### src/shared/cpsc_regs.svh
// Constant definitions for the CPU power state controller.
`ifndef CPSC_REGS_SVH
`define CPSC_REGS_SVH

`define CPSC_PS_W        3
`define CPSC_PS_DEEP     3'h0
`define CPSC_PS_CPUOFF   3'h1
`define CPSC_PS_LOWV     3'h2
`define CPSC_PS_REDV     3'h3
`define CPSC_PS_FULL     3'h4
`define CPSC_REQ_W       3
`define CPSC_REQ_NONE    3'h0
`define CPSC_REQ_ACTIVE  3'h1
`define CPSC_REQ_STANDBY 3'h2
`define CPSC_REQ_SLEEP   3'h3
`define CPSC_REQ_DEEP    3'h4
`define CPSC_NP_W        2
`define CPSC_NP_ACTIVE   2'h0
`define CPSC_NP_CONN     2'h1
`define CPSC_NP_UNC_RET  2'h2
`define CPSC_NP_UNC_NORET 2'h3
`define CPSC_WAKE_W      8
`define CPSC_SYNC_LEN    3

`endif

### src/shared/cpsc_pkg.sv
// Types shared by the CPU power state controller ends.
package cpsc_pkg;
  typedef enum logic [1:0] {
    CPSC_MODE_ACTIVE  = 2'b00,
    CPSC_MODE_STANDBY = 2'b01,
    CPSC_MODE_SLEEP   = 2'b10,
    CPSC_MODE_DEEP    = 2'b11
  } cpsc_mode_t;
endpackage

### src/shared/cpsc_if.sv
// Interface joining the power state controller and its software agent.
`include "cpsc_regs.svh"
interface cpsc_if;
  logic [`CPSC_REQ_W-1:0]  req_kind;
  logic [`CPSC_PS_W-1:0]   req_ps;
  logic                    req_valid;
  logic [`CPSC_WAKE_W-1:0] wake_en;
  logic                    wfi;
  logic                    req_ack;
  logic                    req_nack;
  logic [`CPSC_PS_W-1:0]   cur_ps;
  logic [1:0]              cur_mode;
  logic                    cpu_clk_en;
  logic                    cpu_pwr_en;
  logic                    sram_retain;
  logic                    periph_cfg_done;
  logic                    cpu_wants_netproc_awake;
  modport ctrl (
    input  req_kind, req_ps, req_valid, wake_en, wfi, periph_cfg_done,
    output req_ack, req_nack, cur_ps, cur_mode, cpu_clk_en, cpu_pwr_en,
           sram_retain, cpu_wants_netproc_awake
  );
  modport sw (
    output req_kind, req_ps, req_valid, wake_en, wfi, periph_cfg_done,
    input  req_ack, req_nack, cur_ps, cur_mode, cpu_clk_en, cpu_pwr_en,
           sram_retain, cpu_wants_netproc_awake
  );
endinterface

### src/hdl/cpsc_ctrl.sv
// CPU power state controller: the device end of the power interface.
//
// Overview of operation
// - Reset enters the full-power active state.
// - Five numbered states; higher means more current.
// - Active mode allows four states.
// - Full-power state gives every CPU function.
// - Reduced-voltage state keeps functions, lower supply.
// - Low-voltage state: limited functions, much lower supply.
// - CPU-off state; peripherals configured beforehand.
// - Wait-for-interrupt enters standby; CPU clock gated.
// - Standby keeps SRAM at originating active level.
// - Any interrupt wakes from standby.
// - Sleep request powers the CPU off.
// - Sleep keeps always-on domain, may retain SRAM.
// - Deep sleep from any active state.
// - Deep sleep power-gates CPU, no SRAM retention.
// - Leaving active needs a software request.
// - Only enabled wake sources end sleep and deep sleep.
// - Low power allowed only with matching netproc state.
// - Low-voltage with busy netproc is unsupported.
// - Netproc flag set keeps the CPU awake.
// - CPU flag set keeps the netproc awake.
`include "cpsc_regs.svh"
module cpsc_ctrl
  import cpsc_pkg::*;
#(
  parameter int WAKE_W = `CPSC_WAKE_W
) (
  input  wire logic              CORE_CLK,
  input  wire logic              RESETN,
  cpsc_if.ctrl                   pif,
  input  wire logic [WAKE_W-1:0] WAKE_IRQ,
  input  wire logic [`CPSC_NP_W-1:0] NETPROC_STATE,
  input  wire logic              NETPROC_WANTS_CPU_AWAKE,
  output logic                   UNSUPPORTED,
  output logic [`CPSC_PS_W-1:0]  SRAM_LEVEL_PS,
  output logic                   ALWAYS_ON_EN,
  output logic                   BATTERY_DOMAIN_GPIO_EN,
  output logic                   PERIPH_EN
);
  // ----------------------------------------------------------------------
  // Input synchronisation
  // ----------------------------------------------------------------------
  localparam int SW = WAKE_W + `CPSC_NP_W + 1;
  logic [SW-1:0]         sync_q;
  logic [WAKE_W-1:0]     irq_s;
  logic [`CPSC_NP_W-1:0] np_s;
  logic                  np_hold_s;

  if (WAKE_W != `CPSC_WAKE_W) begin : g_bad_wake
    $error("cpsc_ctrl: WAKE_W must match bus");
  end

  cpsc_sync #(.W(SW)) u_sync (
    .CORE_CLK (CORE_CLK),
    .RESETN   (RESETN),
    .d        ({WAKE_IRQ, NETPROC_STATE, NETPROC_WANTS_CPU_AWAKE}),
    .q        (sync_q)
  );
  assign irq_s     = sync_q[SW-1 -: WAKE_W];
  assign np_s      = sync_q[`CPSC_NP_W:1];
  assign np_hold_s = sync_q[0];

  // ----------------------------------------------------------------------
  // State
  // ----------------------------------------------------------------------
  cpsc_mode_t                mode_r, mode_nxt;
  logic [`CPSC_PS_W-1:0]     ps_r, ps_nxt;
  logic [`CPSC_PS_W-1:0]     home_r, home_nxt;
  logic [WAKE_W-1:0]         arm_r, arm_nxt;
  logic                      ack_r, ack_nxt;
  logic                      nack_r, nack_nxt;
  logic                      unsup_r, unsup_nxt;
  logic                      cwn_r, cwn_nxt;
  logic                      clk_en_r, pwr_en_r, ret_r, per_r;
  logic                      clk_en_nxt, pwr_en_nxt, ret_nxt, per_nxt;
  logic                      lp_ok_sb, lp_ok_deep, act_ps_ok, wake;

  // Standby and sleep need a connected netproc or an unconnected one with retention.
  assign lp_ok_sb   = (np_s == `CPSC_NP_CONN) ||
                      (np_s == `CPSC_NP_UNC_RET);
  assign lp_ok_deep = (np_s == `CPSC_NP_UNC_NORET);
  assign act_ps_ok  = (pif.req_ps >= `CPSC_PS_CPUOFF) &&
                      (pif.req_ps <= `CPSC_PS_FULL);
  assign wake       = |(irq_s & arm_r);

  always_comb begin
    mode_nxt  = mode_r;
    ps_nxt    = ps_r;
    home_nxt  = home_r;
    arm_nxt   = arm_r;
    ack_nxt   = 1'b0;
    nack_nxt  = 1'b0;
    unique case (mode_r)
      CPSC_MODE_ACTIVE: begin
        if (pif.wfi && ps_r != `CPSC_PS_CPUOFF) begin
          // Any interrupt wakes standby, so all sources are armed.
          if (lp_ok_sb && !np_hold_s) begin
            mode_nxt = CPSC_MODE_STANDBY;
            home_nxt = ps_r;
            arm_nxt  = '1;
          end
        end else if (pif.req_valid) begin
          unique case (pif.req_kind)
            `CPSC_REQ_ACTIVE: begin
              if (act_ps_ok && pif.periph_cfg_done) begin
                ps_nxt  = pif.req_ps;
                home_nxt = pif.req_ps;
                ack_nxt = 1'b1;
              end else begin
                nack_nxt = 1'b1;
              end
            end
            `CPSC_REQ_SLEEP: begin
              if (lp_ok_sb && !np_hold_s && ps_r != `CPSC_PS_CPUOFF &&
                  |pif.wake_en) begin
                mode_nxt = CPSC_MODE_SLEEP;
                home_nxt = ps_r;
                arm_nxt  = pif.wake_en;
                ack_nxt  = 1'b1;
              end else begin
                nack_nxt = 1'b1;
              end
            end
            `CPSC_REQ_DEEP: begin
              if (lp_ok_deep && !np_hold_s && pif.periph_cfg_done &&
                  |pif.wake_en) begin
                mode_nxt = CPSC_MODE_DEEP;
                home_nxt = `CPSC_PS_FULL;
                ps_nxt   = `CPSC_PS_DEEP;
                arm_nxt  = pif.wake_en;
                ack_nxt  = 1'b1;
              end else begin
                nack_nxt = 1'b1;
              end
            end
            default: nack_nxt = 1'b1;
          endcase
        end
      end
      CPSC_MODE_STANDBY, CPSC_MODE_SLEEP, CPSC_MODE_DEEP: begin
        if (wake) begin
          mode_nxt = CPSC_MODE_ACTIVE;
          ps_nxt   = home_r;
          arm_nxt  = '0;
        end
      end
    endcase
    // Enables derive from the next state so outputs track it directly.
    clk_en_nxt = (mode_nxt == CPSC_MODE_ACTIVE) &&
                 (ps_nxt != `CPSC_PS_CPUOFF);
    pwr_en_nxt = (mode_nxt == CPSC_MODE_ACTIVE ||
                  mode_nxt == CPSC_MODE_STANDBY) &&
                 (ps_nxt != `CPSC_PS_CPUOFF);
    ret_nxt    = (mode_nxt != CPSC_MODE_DEEP);
    per_nxt    = (mode_nxt == CPSC_MODE_ACTIVE ||
                  mode_nxt == CPSC_MODE_STANDBY);
    unsup_nxt  = (ps_nxt == `CPSC_PS_LOWV) &&
                 (np_s == `CPSC_NP_ACTIVE ||
                  np_s == `CPSC_NP_CONN);
    cwn_nxt    = (mode_nxt == CPSC_MODE_ACTIVE) &&
                 (ps_nxt != `CPSC_PS_CPUOFF);
  end

  always_ff @(posedge CORE_CLK or negedge RESETN) begin
    if (!RESETN) begin
      mode_r   <= CPSC_MODE_ACTIVE;
      ps_r     <= `CPSC_PS_FULL;
      home_r   <= `CPSC_PS_FULL;
      arm_r    <= '0;
      ack_r    <= 1'b0;
      nack_r   <= 1'b0;
      unsup_r  <= 1'b0;
      cwn_r    <= 1'b1;
      clk_en_r <= 1'b1;
      pwr_en_r <= 1'b1;
      ret_r    <= 1'b1;
      per_r    <= 1'b1;
    end else begin
      mode_r   <= mode_nxt;
      ps_r     <= ps_nxt;
      home_r   <= home_nxt;
      arm_r    <= arm_nxt;
      ack_r    <= ack_nxt;
      nack_r   <= nack_nxt;
      unsup_r  <= unsup_nxt;
      cwn_r    <= cwn_nxt;
      clk_en_r <= clk_en_nxt;
      pwr_en_r <= pwr_en_nxt;
      ret_r    <= ret_nxt;
      per_r    <= per_nxt;
    end
  end

  // ----------------------------------------------------------------------
  // Outputs
  // ----------------------------------------------------------------------
  // SRAM level follows the originating active state in standby and sleep; deep sleep sets it to full power.
  assign SRAM_LEVEL_PS = home_r;
  assign pif.req_ack   = ack_r;
  assign pif.req_nack  = nack_r;
  assign pif.cur_ps    = ps_r;
  assign pif.cur_mode  = mode_r;
  assign pif.cpu_clk_en  = clk_en_r;
  assign pif.cpu_pwr_en  = pwr_en_r;
  assign pif.sram_retain = ret_r;
  assign pif.cpu_wants_netproc_awake = cwn_r;
  assign UNSUPPORTED   = unsup_r;
  assign ALWAYS_ON_EN  = 1'b1;
  assign BATTERY_DOMAIN_GPIO_EN = 1'b1;
  assign PERIPH_EN     = per_r;
endmodule

### src/hdl/cpsc_sync.sv
// Three-stage synchroniser for a bus of asynchronous inputs.
module cpsc_sync #(
  parameter int W = 1
) (
  input  wire logic         CORE_CLK,
  input  wire logic         RESETN,
  input  wire logic [W-1:0] d,
  output logic      [W-1:0] q
);
  logic [W-1:0] s1_r;
  logic [W-1:0] s2_r;
  logic [W-1:0] s3_r;
  logic [W-1:0] q_r;
  logic [W-1:0] q_nxt;

  if (W < 1) begin : g_bad_width
    $error("cpsc_sync: W must be at least 1");
  end

  // A bit changes only once the second and third stages agree.
  always_comb begin
    q_nxt = q_r;
    for (int i = 0; i < W; i++) begin
      if (s2_r[i] == s3_r[i]) q_nxt[i] = s3_r[i];
    end
  end

  always_ff @(posedge CORE_CLK or negedge RESETN) begin
    if (!RESETN) begin
      s1_r <= '0;
      s2_r <= '0;
      s3_r <= '0;
      q_r  <= '0;
    end else begin
      s1_r <= d;
      s2_r <= s1_r;
      s3_r <= s2_r;
      q_r  <= q_nxt;
    end
  end

  assign q = q_r;
endmodule

### src/flat_wrapper.sv
// flat-port wrapper written by rule: the top's interface ports become plain ports
module cpsc_ctrl_flat import cpsc_pkg::*;
#(
  parameter int WAKE_W = `CPSC_WAKE_W
)
  (CORE_CLK, RESETN, WAKE_IRQ, NETPROC_STATE, NETPROC_WANTS_CPU_AWAKE, UNSUPPORTED, SRAM_LEVEL_PS, ALWAYS_ON_EN, BATTERY_DOMAIN_GPIO_EN, PERIPH_EN, pif_req_kind, pif_req_ps, pif_req_valid, pif_wake_en, pif_wfi, pif_periph_cfg_done, pif_req_ack, pif_req_nack, pif_cur_ps, pif_cur_mode, pif_cpu_clk_en, pif_cpu_pwr_en, pif_sram_retain, pif_cpu_wants_netproc_awake);
  cpsc_if pif_i ();
  input  wire logic CORE_CLK;
  input  wire logic RESETN;
  input  wire logic [WAKE_W-1:0] WAKE_IRQ;
  input  wire logic [`CPSC_NP_W-1:0] NETPROC_STATE;
  input  wire logic NETPROC_WANTS_CPU_AWAKE;
  output logic UNSUPPORTED;
  output logic [`CPSC_PS_W-1:0] SRAM_LEVEL_PS;
  output logic ALWAYS_ON_EN;
  output logic BATTERY_DOMAIN_GPIO_EN;
  output logic PERIPH_EN;
  input wire logic [$bits(pif_i.req_kind)-1:0] pif_req_kind;
  input wire logic [$bits(pif_i.req_ps)-1:0] pif_req_ps;
  input wire logic [$bits(pif_i.req_valid)-1:0] pif_req_valid;
  input wire logic [$bits(pif_i.wake_en)-1:0] pif_wake_en;
  input wire logic [$bits(pif_i.wfi)-1:0] pif_wfi;
  input wire logic [$bits(pif_i.periph_cfg_done)-1:0] pif_periph_cfg_done;
  output wire logic [$bits(pif_i.req_ack)-1:0] pif_req_ack;
  output wire logic [$bits(pif_i.req_nack)-1:0] pif_req_nack;
  output wire logic [$bits(pif_i.cur_ps)-1:0] pif_cur_ps;
  output wire logic [$bits(pif_i.cur_mode)-1:0] pif_cur_mode;
  output wire logic [$bits(pif_i.cpu_clk_en)-1:0] pif_cpu_clk_en;
  output wire logic [$bits(pif_i.cpu_pwr_en)-1:0] pif_cpu_pwr_en;
  output wire logic [$bits(pif_i.sram_retain)-1:0] pif_sram_retain;
  output wire logic [$bits(pif_i.cpu_wants_netproc_awake)-1:0] pif_cpu_wants_netproc_awake;
  assign pif_i.req_kind = pif_req_kind;
  assign pif_i.req_ps = pif_req_ps;
  assign pif_i.req_valid = pif_req_valid;
  assign pif_i.wake_en = pif_wake_en;
  assign pif_i.wfi = pif_wfi;
  assign pif_i.periph_cfg_done = pif_periph_cfg_done;
  assign pif_req_ack = pif_i.req_ack;
  assign pif_req_nack = pif_i.req_nack;
  assign pif_cur_ps = pif_i.cur_ps;
  assign pif_cur_mode = pif_i.cur_mode;
  assign pif_cpu_clk_en = pif_i.cpu_clk_en;
  assign pif_cpu_pwr_en = pif_i.cpu_pwr_en;
  assign pif_sram_retain = pif_i.sram_retain;
  assign pif_cpu_wants_netproc_awake = pif_i.cpu_wants_netproc_awake;
  cpsc_ctrl #(.WAKE_W(WAKE_W)) u_core (.CORE_CLK(CORE_CLK), .RESETN(RESETN), .pif(pif_i), .WAKE_IRQ(WAKE_IRQ), .NETPROC_STATE(NETPROC_STATE), .NETPROC_WANTS_CPU_AWAKE(NETPROC_WANTS_CPU_AWAKE), .UNSUPPORTED(UNSUPPORTED), .SRAM_LEVEL_PS(SRAM_LEVEL_PS), .ALWAYS_ON_EN(ALWAYS_ON_EN), .BATTERY_DOMAIN_GPIO_EN(BATTERY_DOMAIN_GPIO_EN), .PERIPH_EN(PERIPH_EN));
endmodule
### config.mk
export PLATFORM = sky130hd
export DESIGN_NAME = cpsc_ctrl_flat
export DESIGN_NICKNAME = d
export VERILOG_FILES = /design/src/shared/cpsc_pkg.sv /design/src/shared/cpsc_if.sv /design/src/hdl/cpsc_ctrl.sv /design/src/hdl/cpsc_sync.sv /design/src/flat_wrapper.sv
export VERILOG_INCLUDE_DIRS = /design/src /design/src/shared
export SDC_FILE = /design/constraint.sdc
export NUM_CORES = 1
export LEC_CHECK = 0
export CAP_MARGIN = 20
export CELL_PAD_IN_SITES_DETAIL_PLACEMENT = 0
export CELL_PAD_IN_SITES_GLOBAL_PLACEMENT = 2
export CORE_UTILIZATION = 42
export DETAILED_ROUTE_END_ITERATION = 7
export DONT_BUFFER_PORTS = 1
export PLACE_DENSITY_LB_ADDON = 0.1
export REMOVE_ABC_BUFFERS = 1
export SYNTH_ARGS = -nofsm -noshare
export SYNTH_HDL_FRONTEND = slang
export SYNTH_SLANG_ARGS = --single-unit
### constraint.sdc
create_clock -name CORE_CLK -period 2.5 [get_ports CORE_CLK]
set_input_delay 0.25 -clock CORE_CLK [delete_from_list [all_inputs] [get_ports CORE_CLK]]
set_output_delay 0.25 -clock CORE_CLK [all_outputs]
set_load 0.02 [all_outputs]
# After elaboration in Yosys (flattened, before gate mapping)
# Cells that the tools add are included.
[word_totals] register_bits=67 latch_bits=0 ramBits=0 mem_bits_ro=0 input_bits=30 out_inout_bits=18 elab_cells=133 n_memories=0
[op_classes] add_sub_neg=0 mul=0 div=0 magnitude_cmp=2 n_eq_ne=35 shifts=0 n_mux=44 bitwise=1 n_reduce_logical=26
[ops] cell="8-bit 2-to-1 mux" count=6
[ops] cell="3-bit 2-to-1 mux" count=11
[ops] cell="8-bit one-hot mux with 2 select lines" count=2
[ops] cell="8-bit OR reduction" count=2
[ops] cell="3-bit by 1-bit inequality test with 1-bit output (second input constant)" count=5
[ops] cell="1-bit logical AND" count=12
[ops] cell="1-bit 2-to-1 mux" count=12
[ops] cell="2-bit 2-to-1 mux" count=6
[ops] cell="3-bit one-hot mux with 2 select lines" count=2
[ops] cell="1-bit == test" count=11
[ops] cell="3-bit one-hot mux with 3 select lines" count=1
[ops] cell="8-bit AND" count=1
[ops] cell="2-bit == test (second input constant)" count=4
[ops] cell="4-bit by 2-bit inequality test with 1-bit output (second input constant)" count=2
[ops] cell="2-bit one-hot mux with 2 select lines" count=2
[ops] cell="7-bit AND reduction" count=1
[ops] cell="2-bit by 1-bit == test with 1-bit output (second input constant)" count=3
[ops] cell="3-bit by 2-bit == test with 1-bit output (second input constant)" count=2
[ops] cell="2-bit zero test" count=3
[ops] cell="1-bit one-hot mux with 3 select lines" count=2
[ops] cell="6-bit AND reduction" count=1
[ops] cell="2-bit inequality test (second input constant)" count=2
[ops] cell="4-bit by 3-bit inequality test with 1-bit output (second input constant)" count=1
[ops] cell="4-bit nonzero test" count=1
[ops] cell="11 further kinds" count=13

# Depth between registers and ports, before layout
# Gate-level depths: netlist (run 1).
[logic_depth] word_depth=13 ltp_mapped=8 ltp_nobuf=8

# Modules after synthesis
# Synthesis (run 1) repeated with hierarchy kept, for this count alone.
[hier_totals] cells_unflattened=198 hier_area_um2=2672.6
[modules_own_cells] mod="cpsc_ctrl" instances=1 cells_per_inst=143 area_each_um2=1447.6 seq_area_each_um2=583.1
[modules_own_cells] mod="cpsc_sync" instances=1 cells_per_inst=55 area_each_um2=1224.9 seq_area_each_um2=1101.1

# Worst setup path before layout (run 1)
# No wires, ideal clock.
[synth_path] path_type="register to register" start="register u_core.u_sync.q_r[1], in the netlist u_core.u_sync.q[1]" end="register u_core.arm_r[0]" setup_ps=79 arrival_time_ps=1983 required_time_ps=2421 setup_slack_ps=438 stages_incl_launch_ff=9 n_path_buf=0 synth_period_minus_slack_ps=2062 path_cell_list="dfrtp_1 -> inv_1 -> ha_1 -> nor2b_1 -> a21oi_1 -> a221oi_2 -> nand4_1 -> a21oi_4 -> mux2i_1"
[synth_between] elab_chain_len=7 word_cells_on_any_way=14 classes_between="6 x eq/ne; 8 x reduce/logical"
[synth_rtl] element="from (decl)" line="cpsc_sync.sv:13" rtl="logic [W-1:0] q_r;"
[synth_rtl] element="from (signal assigned)" line="cpsc_sync.sv:38" rtl="q_r <= q_nxt;"
[synth_rtl] element="2-bit by 1-bit == test with 1-bit output (no source line) or 2-bit == test (tied branches)"
[synth_rtl] element="1-bit logical OR" line="cpsc_ctrl.sv:81" rtl="assign lp_ok_sb = (np_s == `CPSC_NP_CONN) ||"
[synth_rtl] element="1-bit logical AND" line="cpsc_ctrl.sv:99, cpsc_ctrl.sv:116"
[synth_rtl] element="1-bit logical AND (no source line)"
[synth_rtl] element="1-bit logical AND" line="cpsc_ctrl.sv:116" rtl="if (lp_ok_sb && !np_hold_s && ps_r != `CPSC_PS_CPUOFF &&"
[synth_rtl] element="4-bit by 2-bit inequality test with 1-bit output (no source line)"
[synth_rtl] element="6-bit AND reduction (no source line) (*)"
[synth_rtl] element="to (signal assigned)" line="cpsc_ctrl.sv:184" rtl="arm_r <= arm_nxt;"
[synth_rtl] element="to (decl)" line="cpsc_ctrl.sv:71" rtl="logic [WAKE_W-1:0] arm_r, arm_nxt;"
# Every way passes the cells marked *; elsewhere a longest branch is shown, timed or not.
# A chain may end at the register's enable or synchronous reset.

# Final worst setup path (run 1)
[layout_path] start="register u_core.ps_r[1], in the netlist u_core.pif.cur_ps[1]" end="register u_core.home_r[1], in the netlist u_core.SRAM_LEVEL_PS[1]"
[layout_between] elab_chain_len=5 word_cells_on_any_way=16 classes_between="5 x eq/ne; 5 x mux; 6 x reduce/logical"
[layout_rtl] element="from (decl)" line="cpsc_ctrl.sv:69" rtl="logic [`CPSC_PS_W-1:0] ps_r, ps_nxt;"
[layout_rtl] element="from (signal assigned)" line="cpsc_ctrl.sv:169" rtl="ps_r <= `CPSC_PS_FULL;"
[layout_rtl] element="from (signal assigned)" line="cpsc_ctrl.sv:182" rtl="ps_r <= ps_nxt;"
[layout_rtl] element="3-bit by 1-bit inequality test with 1-bit output (no source line)"
[layout_rtl] element="1-bit logical AND (no source line)"
[layout_rtl] element="1-bit logical AND" line="cpsc_ctrl.sv:116"
[layout_rtl] element="3-bit by 1-bit inequality test with 1-bit output (no source line)"
[layout_rtl] element="7-bit AND reduction (no source line)"
[layout_rtl] element="to (signal assigned)" line="cpsc_ctrl.sv:170" rtl="home_r <= `CPSC_PS_FULL;"
[layout_rtl] element="to (signal assigned)" line="cpsc_ctrl.sv:183" rtl="home_r <= home_nxt;"
[layout_rtl] element="to (decl)" line="cpsc_ctrl.sv:70" rtl="logic [`CPSC_PS_W-1:0] home_r, home_nxt;"
# Several ways; a longest one is shown, not always the timed one. The select of a mux whose other input is x is not followed.

==> impl_metrics.yaml, run 1 <==
logic_synthesis:
  ys_seq_area_share_pct: 63.5
  synth_ff_type: "dfrtp_1"
  synth.ff_latch_count: 67
  synth-edff-count: 0
  netlist_area_um2: 2650
  ys_warn_count: 0
  syn_inst: 196
  async_flop_share_pct: 100
  avgSynthCellArea_um2: 13.5
  synth_cell_type_count: 46
layout:
  finish.utilization_pct: 52.1
  instances_no_fill: 297
  final_area_um2: 3120
  areaGrowthSynthToFinish_pct: 17.7
  fillers: 525
  final_cell_mix: "61 x dfrtp_1, 26 x nand2_1, 12 x dlygate4sd3_1"
  layout_commonest_cell: "dfrtp_1"
  drive_gt1_share_pct: 18.9
  n_antenna_cell: 0
  final_nets: 250
power_and_ir_drop:
  max-vdd-ir-drop_v: 0.000599
  powerDensity_nw_per_um2: 1030
  leakage_nw: 1.32
  p_total_mw: 3.21
route:
  vias: 1569
  drtIter0Drc: 67
  drtAntennaViolNets: 0
  vias_per_cell: 5.28
  wl_per_cell_um: 17.0
  routed_wl_um: 5050
  route.detailed.drc: 0
  first_pass_iters: 4
placed_design:
  dp_slack_ns: 0.281
  dpl.cell_count: 268
  placed_cell_area_um2: 2730
  port_buffers: 0
  dp.final_hpwl_um: 3530
  gp_congestion: 0.738
die:
  io_pins: 48
  num_rows: 28
  core_area_um2: 5990
  initial_core_util_pct: 44.3
  die_y_um: 81.5
  die_w_um: 81.5
  die_area_um2: 6640
timing:
  worst_slack_ns: 0.256
  whs_ns: 0.0884
  hold_viol: 0
  fin_skew_ns: 0.00813
  fin_setup_tns_ns: 0
  setup_viol: 0
  fin_crit_sh_pct: 89.8
  tightest_slew_ns: 0.504
  slew_headroom_pct: 66.3
  fmax_mhz: 446
  slew_violations: 0
  min_period_ns: 2.24
  rsz0062_at_grt: "no"
cts:
  path_clk_slew_ns: 0.08
  clock_sinks: 67
  cts_made_buffers: 9
  clockRootBuffer: "clkbuf_8"
  cts_tree: "done"
  clockBufferDepth: 2
  cts_resized: 0
  clock_latency_ns: 0.34
  ctsHtreeMaxLevel: 3
critical_path:
  end_kind: "register"
  worstPathRequired_ns: 2.73
  cp.arrival_ns: 2.47
  critical_path_class: "reg -> reg"
  worstPathMaxFanout: 6
  setup.worst_path.start_class: "register"
global_route:
  antenna_found_initial: 0
  grt_max_degree: 68
  grt_pass1_wl_um: 8310
  grt-ovfl-total: 0
  grt_pass1_vias: 1611
  grtUsageTotal_pct: 18.3
job:
  maxCapViolations: 0
status:
  outcome: "complete, no violations"
worst_hold_path:
  hp-class: "in -> reg"
-- metal layers --
layer	share of wire, %	wire length [µm]	track usage (%)
met1	45	2250	22.5
met3	6.9	350	7.67
met2	45	2290	26.7
met5	0	0	0
met4	3.0	150	11.3
-- synth_stat cells, types with 2 or more instances --
cell	count	share of area [%]
maj3_1	11	4.2
buf_4	3	0.85
and2_1	2	0.47
nor3_1	4	0.75
nand4_1	4	0.94
nand3b_1	3	0.85
ha_1	3	1.4
nor4_4	2	1.6
o21ai_1	4	0.75
nor3b_1	2	0.57
nor2_1	10	1.4
a21oi_1	2	0.38
mux2i_1	8	3.0
a22o_1	3	0.99
mux2_1	3	1.3
nand2_1	26	3.7
inv_1	4	0.57
nor2b_1	3	0.71
dfrtp_1	61	58
o211ai_2	2	0.94
dfstp_2	6	5.9
o21ai_0	4	0.75
buf_2	3	0.57
-- worst max-delay path, stage by stage, from the launching register on --
cell     delay [ns]
dfrtp_1        0.48
or3b_1         0.55
a21oi_2        0.30
nand2_1        0.20
o22ai_2        0.25
mux2_1         0.35
-- logic make-up after synthesis --
kind of cell	share of synthesized area, %
mux	4.29
compound gates	10.6
buf+inv	1.98
simple gates	14.0
other cells	0.141
fa+ha+maj	5.57
flops	63.5
-- layout make-up --
type / instances / area, µm² / share of cell area, %
Clock inverter: 7 / 124 / 3.97
Timing Repair Buffer: 15 / 163 / 5.21
Tap cell: 75 / 93.8 / 3.00
Sequential cell: 67 / 1680 / 53.9
Multi-Input combinational cell: 120 / 920 / 29.4
Clock buffer: 9 / 124 / 3.97
Inverter: 4 / 15.0 / 0.481
-- state kept, by name, summed over array words and instances (netlist names) --
name                                flops
u_core.pif.req_nack                     1
u_core.pif.cpu_wants_netproc_awake      1
u_core.pif.cpu_pwr_en                   1
u_core.UNSUPPORTED                      1
u_core.pif.cur_mode                     2
u_core.arm_r                            8
u_core.u_sync.s2_r                     11
u_core.pif.cur_ps                       3
u_core.pif.req_ack                      1
u_core.PERIPH_EN                        1
u_core.pif.sram_retain                  1
u_core.u_sync.s3_r                     11
u_core.u_sync.q                        11
u_core.u_sync.s1_r                     11
u_core.SRAM_LEVEL_PS                    3
-- worst paths after layout --
kind                                                 startpoint                                           end  slack, ns  cells past startpoint
worst max register to register   u_core.pif.cur_ps[1]$_DFF_PN0_           u_core.SRAM_LEVEL_PS[1]$_DFFE_PN0P_       0.26                      5
worst min-delay path                             pif_wake_en[0]                   u_core.arm_r[0]$_DFFE_PN0P_       0.09                      2
worst min register to register  u_core.u_sync.s1_r[6]$_DFF_PN0_               u_core.u_sync.s2_r[6]$_DFF_PN0_       0.35                      0
worst max-delay path             u_core.pif.cur_ps[1]$_DFF_PN0_           u_core.SRAM_LEVEL_PS[1]$_DFFE_PN0P_       0.26                      5
min in group asynchronous                                RESETN                   u_core.arm_r[2]$_DFFE_PN0P_       0.44                      2
max in group asynchronous                                RESETN  u_core.pif.cpu_wants_netproc_awake$_DFF_PN1_       1.73                      2
-- repair_timing --
action,4_1_cts,5_1_grt
endpoints found under the hold margin,78,0
setup buffers,0,0
hold buffers,13,0
-- power breakdown --
| group | switching (mW) | leakage (nW) | internal, mW |
|---|---|---|---|
| Clock | 0.433 | 0.126 | 0.672 |
| Sequential | 0.227 | 0.792 | 1.29 |
| Combinational | 0.333 | 0.403 | 0.247 |
(Power assumes the default switching activity.)
==> run 2: changes to the inputs <==
Settings changed: BUFFER_PORTS_ARGS set to -buffer_cell sky130_fd_sc_hd__buf_2, CORE_UTILIZATION 42 to 37, DONT_BUFFER_PORTS 1 to not set.
==> run 2 against run 1 <==
Net effect:
- core utilization down 3.2 points
- sequential share of layout area down 3.8 points
- hold slack better by 0.14 ns
- via count up 8.4%
- global-route usage down 2.6 points
- worst setup slack better by 0.11 ns
- clock skew down 0.0042 ns
- combinational power up 35%
- routed wire length up 2.6%
==> impl_metrics.yaml, run 2 (synthesis results as in run 1) <==
status:
  outcome: "complete, no violations"
global_route:
  grt-ovfl-total: 0
  grt_max_degree: 41
  grt_pass1_wl_um: 8470
  grt_pass1_vias: 1694
  grtUsageTotal_pct: 15.7
  antenna_found_initial: 0
layout:
  final_cell_mix: "61 x dfrtp_1, 45 x buf_2, 26 x nand2_1"
  areaGrowthSynthToFinish_pct: 26.6
  n_antenna_cell: 0
  final_nets: 296
  layout_commonest_cell: "dfrtp_1"
  drive_gt1_share_pct: 32.8
  fillers: 621
  final_area_um2: 3360
cts:
  cts_resized: 0
  cts_tree: "done"
  ctsHtreeMaxLevel: 3
  clock_sinks: 67
  cts_made_buffers: 9
  path_clk_slew_ns: 0.07
  cts_hold_buffers: 12
  cts_setup_buffers: 0
  clock_latency_ns: 0.34
  clockRootBuffer: "clkbuf_8"
  clockBufferDepth: 2
route:
  wl_met3_um: 266
  first_pass_iters: 4
  vias_per_cell: 4.67
  route.detailed.drc: 0
  wl_met1_um: 2520
  routed.top_layer: "met4"
  dr_wl_met2_um: 2310
  routed_wl_um: 5180
  vias: 1701
  wl_per_cell_um: 14.2
  drtAntennaViolNets: 0
  drtIter0Drc: 96
critical_path:
  critical_path_class: "reg -> reg"
  setup.worst_path.start_class: "register"
  worstPathMaxFanout: 8
  worstPathRequired_ns: 2.77
  end_kind: "register"
  cp.arrival_ns: 2.41
power_and_ir_drop:
  powerDensity_nw_per_um2: 961
  leakage_nw: 1.49
  max-vdd-ir-drop_v: 0.000414
timing:
  fin_skew_ns: 0.00396
  slew_violations: 0
  slew_headroom_pct: 54.9
  rsz0062_at_grt: "no"
  fmax_mhz: 468
  setup_viol: 0
  min_period_ns: 2.14
  tightest_slew_ns: 0.677
  fin_crit_sh_pct: 85.5
  whs_ns: 0.232
  hold_viol: 0
  fin_setup_tns_ns: 0
die:
  die_y_um: 86.7
  die_w_um: 86.7
  die_area_um2: 7510
  num_rows: 30
  io_pins: 48
  initial_core_util_pct: 38.6
  core_area_um2: 6870
placed_design:
  placed_cell_area_um2: 3010
  gp_congestion: 0.728
  port_buffers: 45
  dp.final_hpwl_um: 3590
job:
  maxCapViolations: 0
worst_hold_path:
  hp-class: "in -> reg"
-- run 2: cell types whose count changed in the layout (fill, tap and decap cells not counted), sizes merged --
cell | previous run | this run
bufinv | 3 | 2
buf | 3 | 49
clkinvlp | 0 | 1
inv | 6 | 7
clkinv | 2 | 0
clkbuf | 9 | 10
-- run 2: critical path, cell delays in order, from the launching register on --
cell      delay (ns)
dfrtp_1         0.41
inv_1           0.06
ha_1            0.27
nor2b_1         0.19
a21oi_1         0.11
a221oi_2        0.21
nand4_1         0.19
a21oi_4         0.39
mux2i_1         0.24
-- run 2: path summary, 6_finish.rpt --
path                                                 start                         endpoint  slack [ns]  cells past startpoint
setup / recovery            u_core.u_sync.q[1]$_DFFE_PN0N_      u_core.arm_r[4]$_DFFE_PN0P_        0.36                      8
hold / removal                              pif_wake_en[0]      u_core.arm_r[0]$_DFFE_PN0P_        0.23                      3
setup reg to reg            u_core.u_sync.q[1]$_DFFE_PN0N_      u_core.arm_r[4]$_DFFE_PN0P_        0.36                      8
hold reg to reg            u_core.u_sync.s1_r[1]$_DFF_PN0_  u_core.u_sync.s2_r[1]$_DFF_PN0_        0.35                      0
max in group asynchronous                           RESETN  u_core.u_sync.s3_r[1]$_DFF_PN0_        1.39                      3
min in group asynchronous                           RESETN      u_core.arm_r[2]$_DFFE_PN0P_        0.47                      2
-- run 2: area by class of cell --
cell class,instances,area [µm²],share of cell area [%]
clock buffers,10,138,4.10
multi-input cells,120,920,27.4
repair buffers,61,388,11.5
well taps,96,120,3.58
flip-flops and latches,67,1680,50.1
inverters,4,15.0,0.447
clock inverters,6,93.8,2.79
-- run 2: routing by layer --
metal | vias to the layer above | GRT usage, %
met5 | - | 0
met4 | 0 | 6.36
met3 | 8 | 6.48
met2 | 48 | 23.4
met1 | 818 | 20.3
li1 | 827 | -
-- run 2: metrics by stage --
step | total power [mW] | std cells | util, % | worst slack [ns]
floorplan | 1.94 | 191 | - | 0.438
global placement | 2.21 | 336 | 43.8 | 0.399
detailed placement | 2.21 | 336 | 43.8 | 0.367
CTS | 3.29 | 364 | 48.9 | 0.333
global route | 3.43 | 364 | 48.9 | 0.203
finish | 3.23 | 364 | 48.9 | 0.363
-- run 2: power by group --
part	switching (mW)	internal [mW]
registers	0.114	1.29
clock network	0.439	0.599
logic	0.467	0.316
total	1.02	2.21
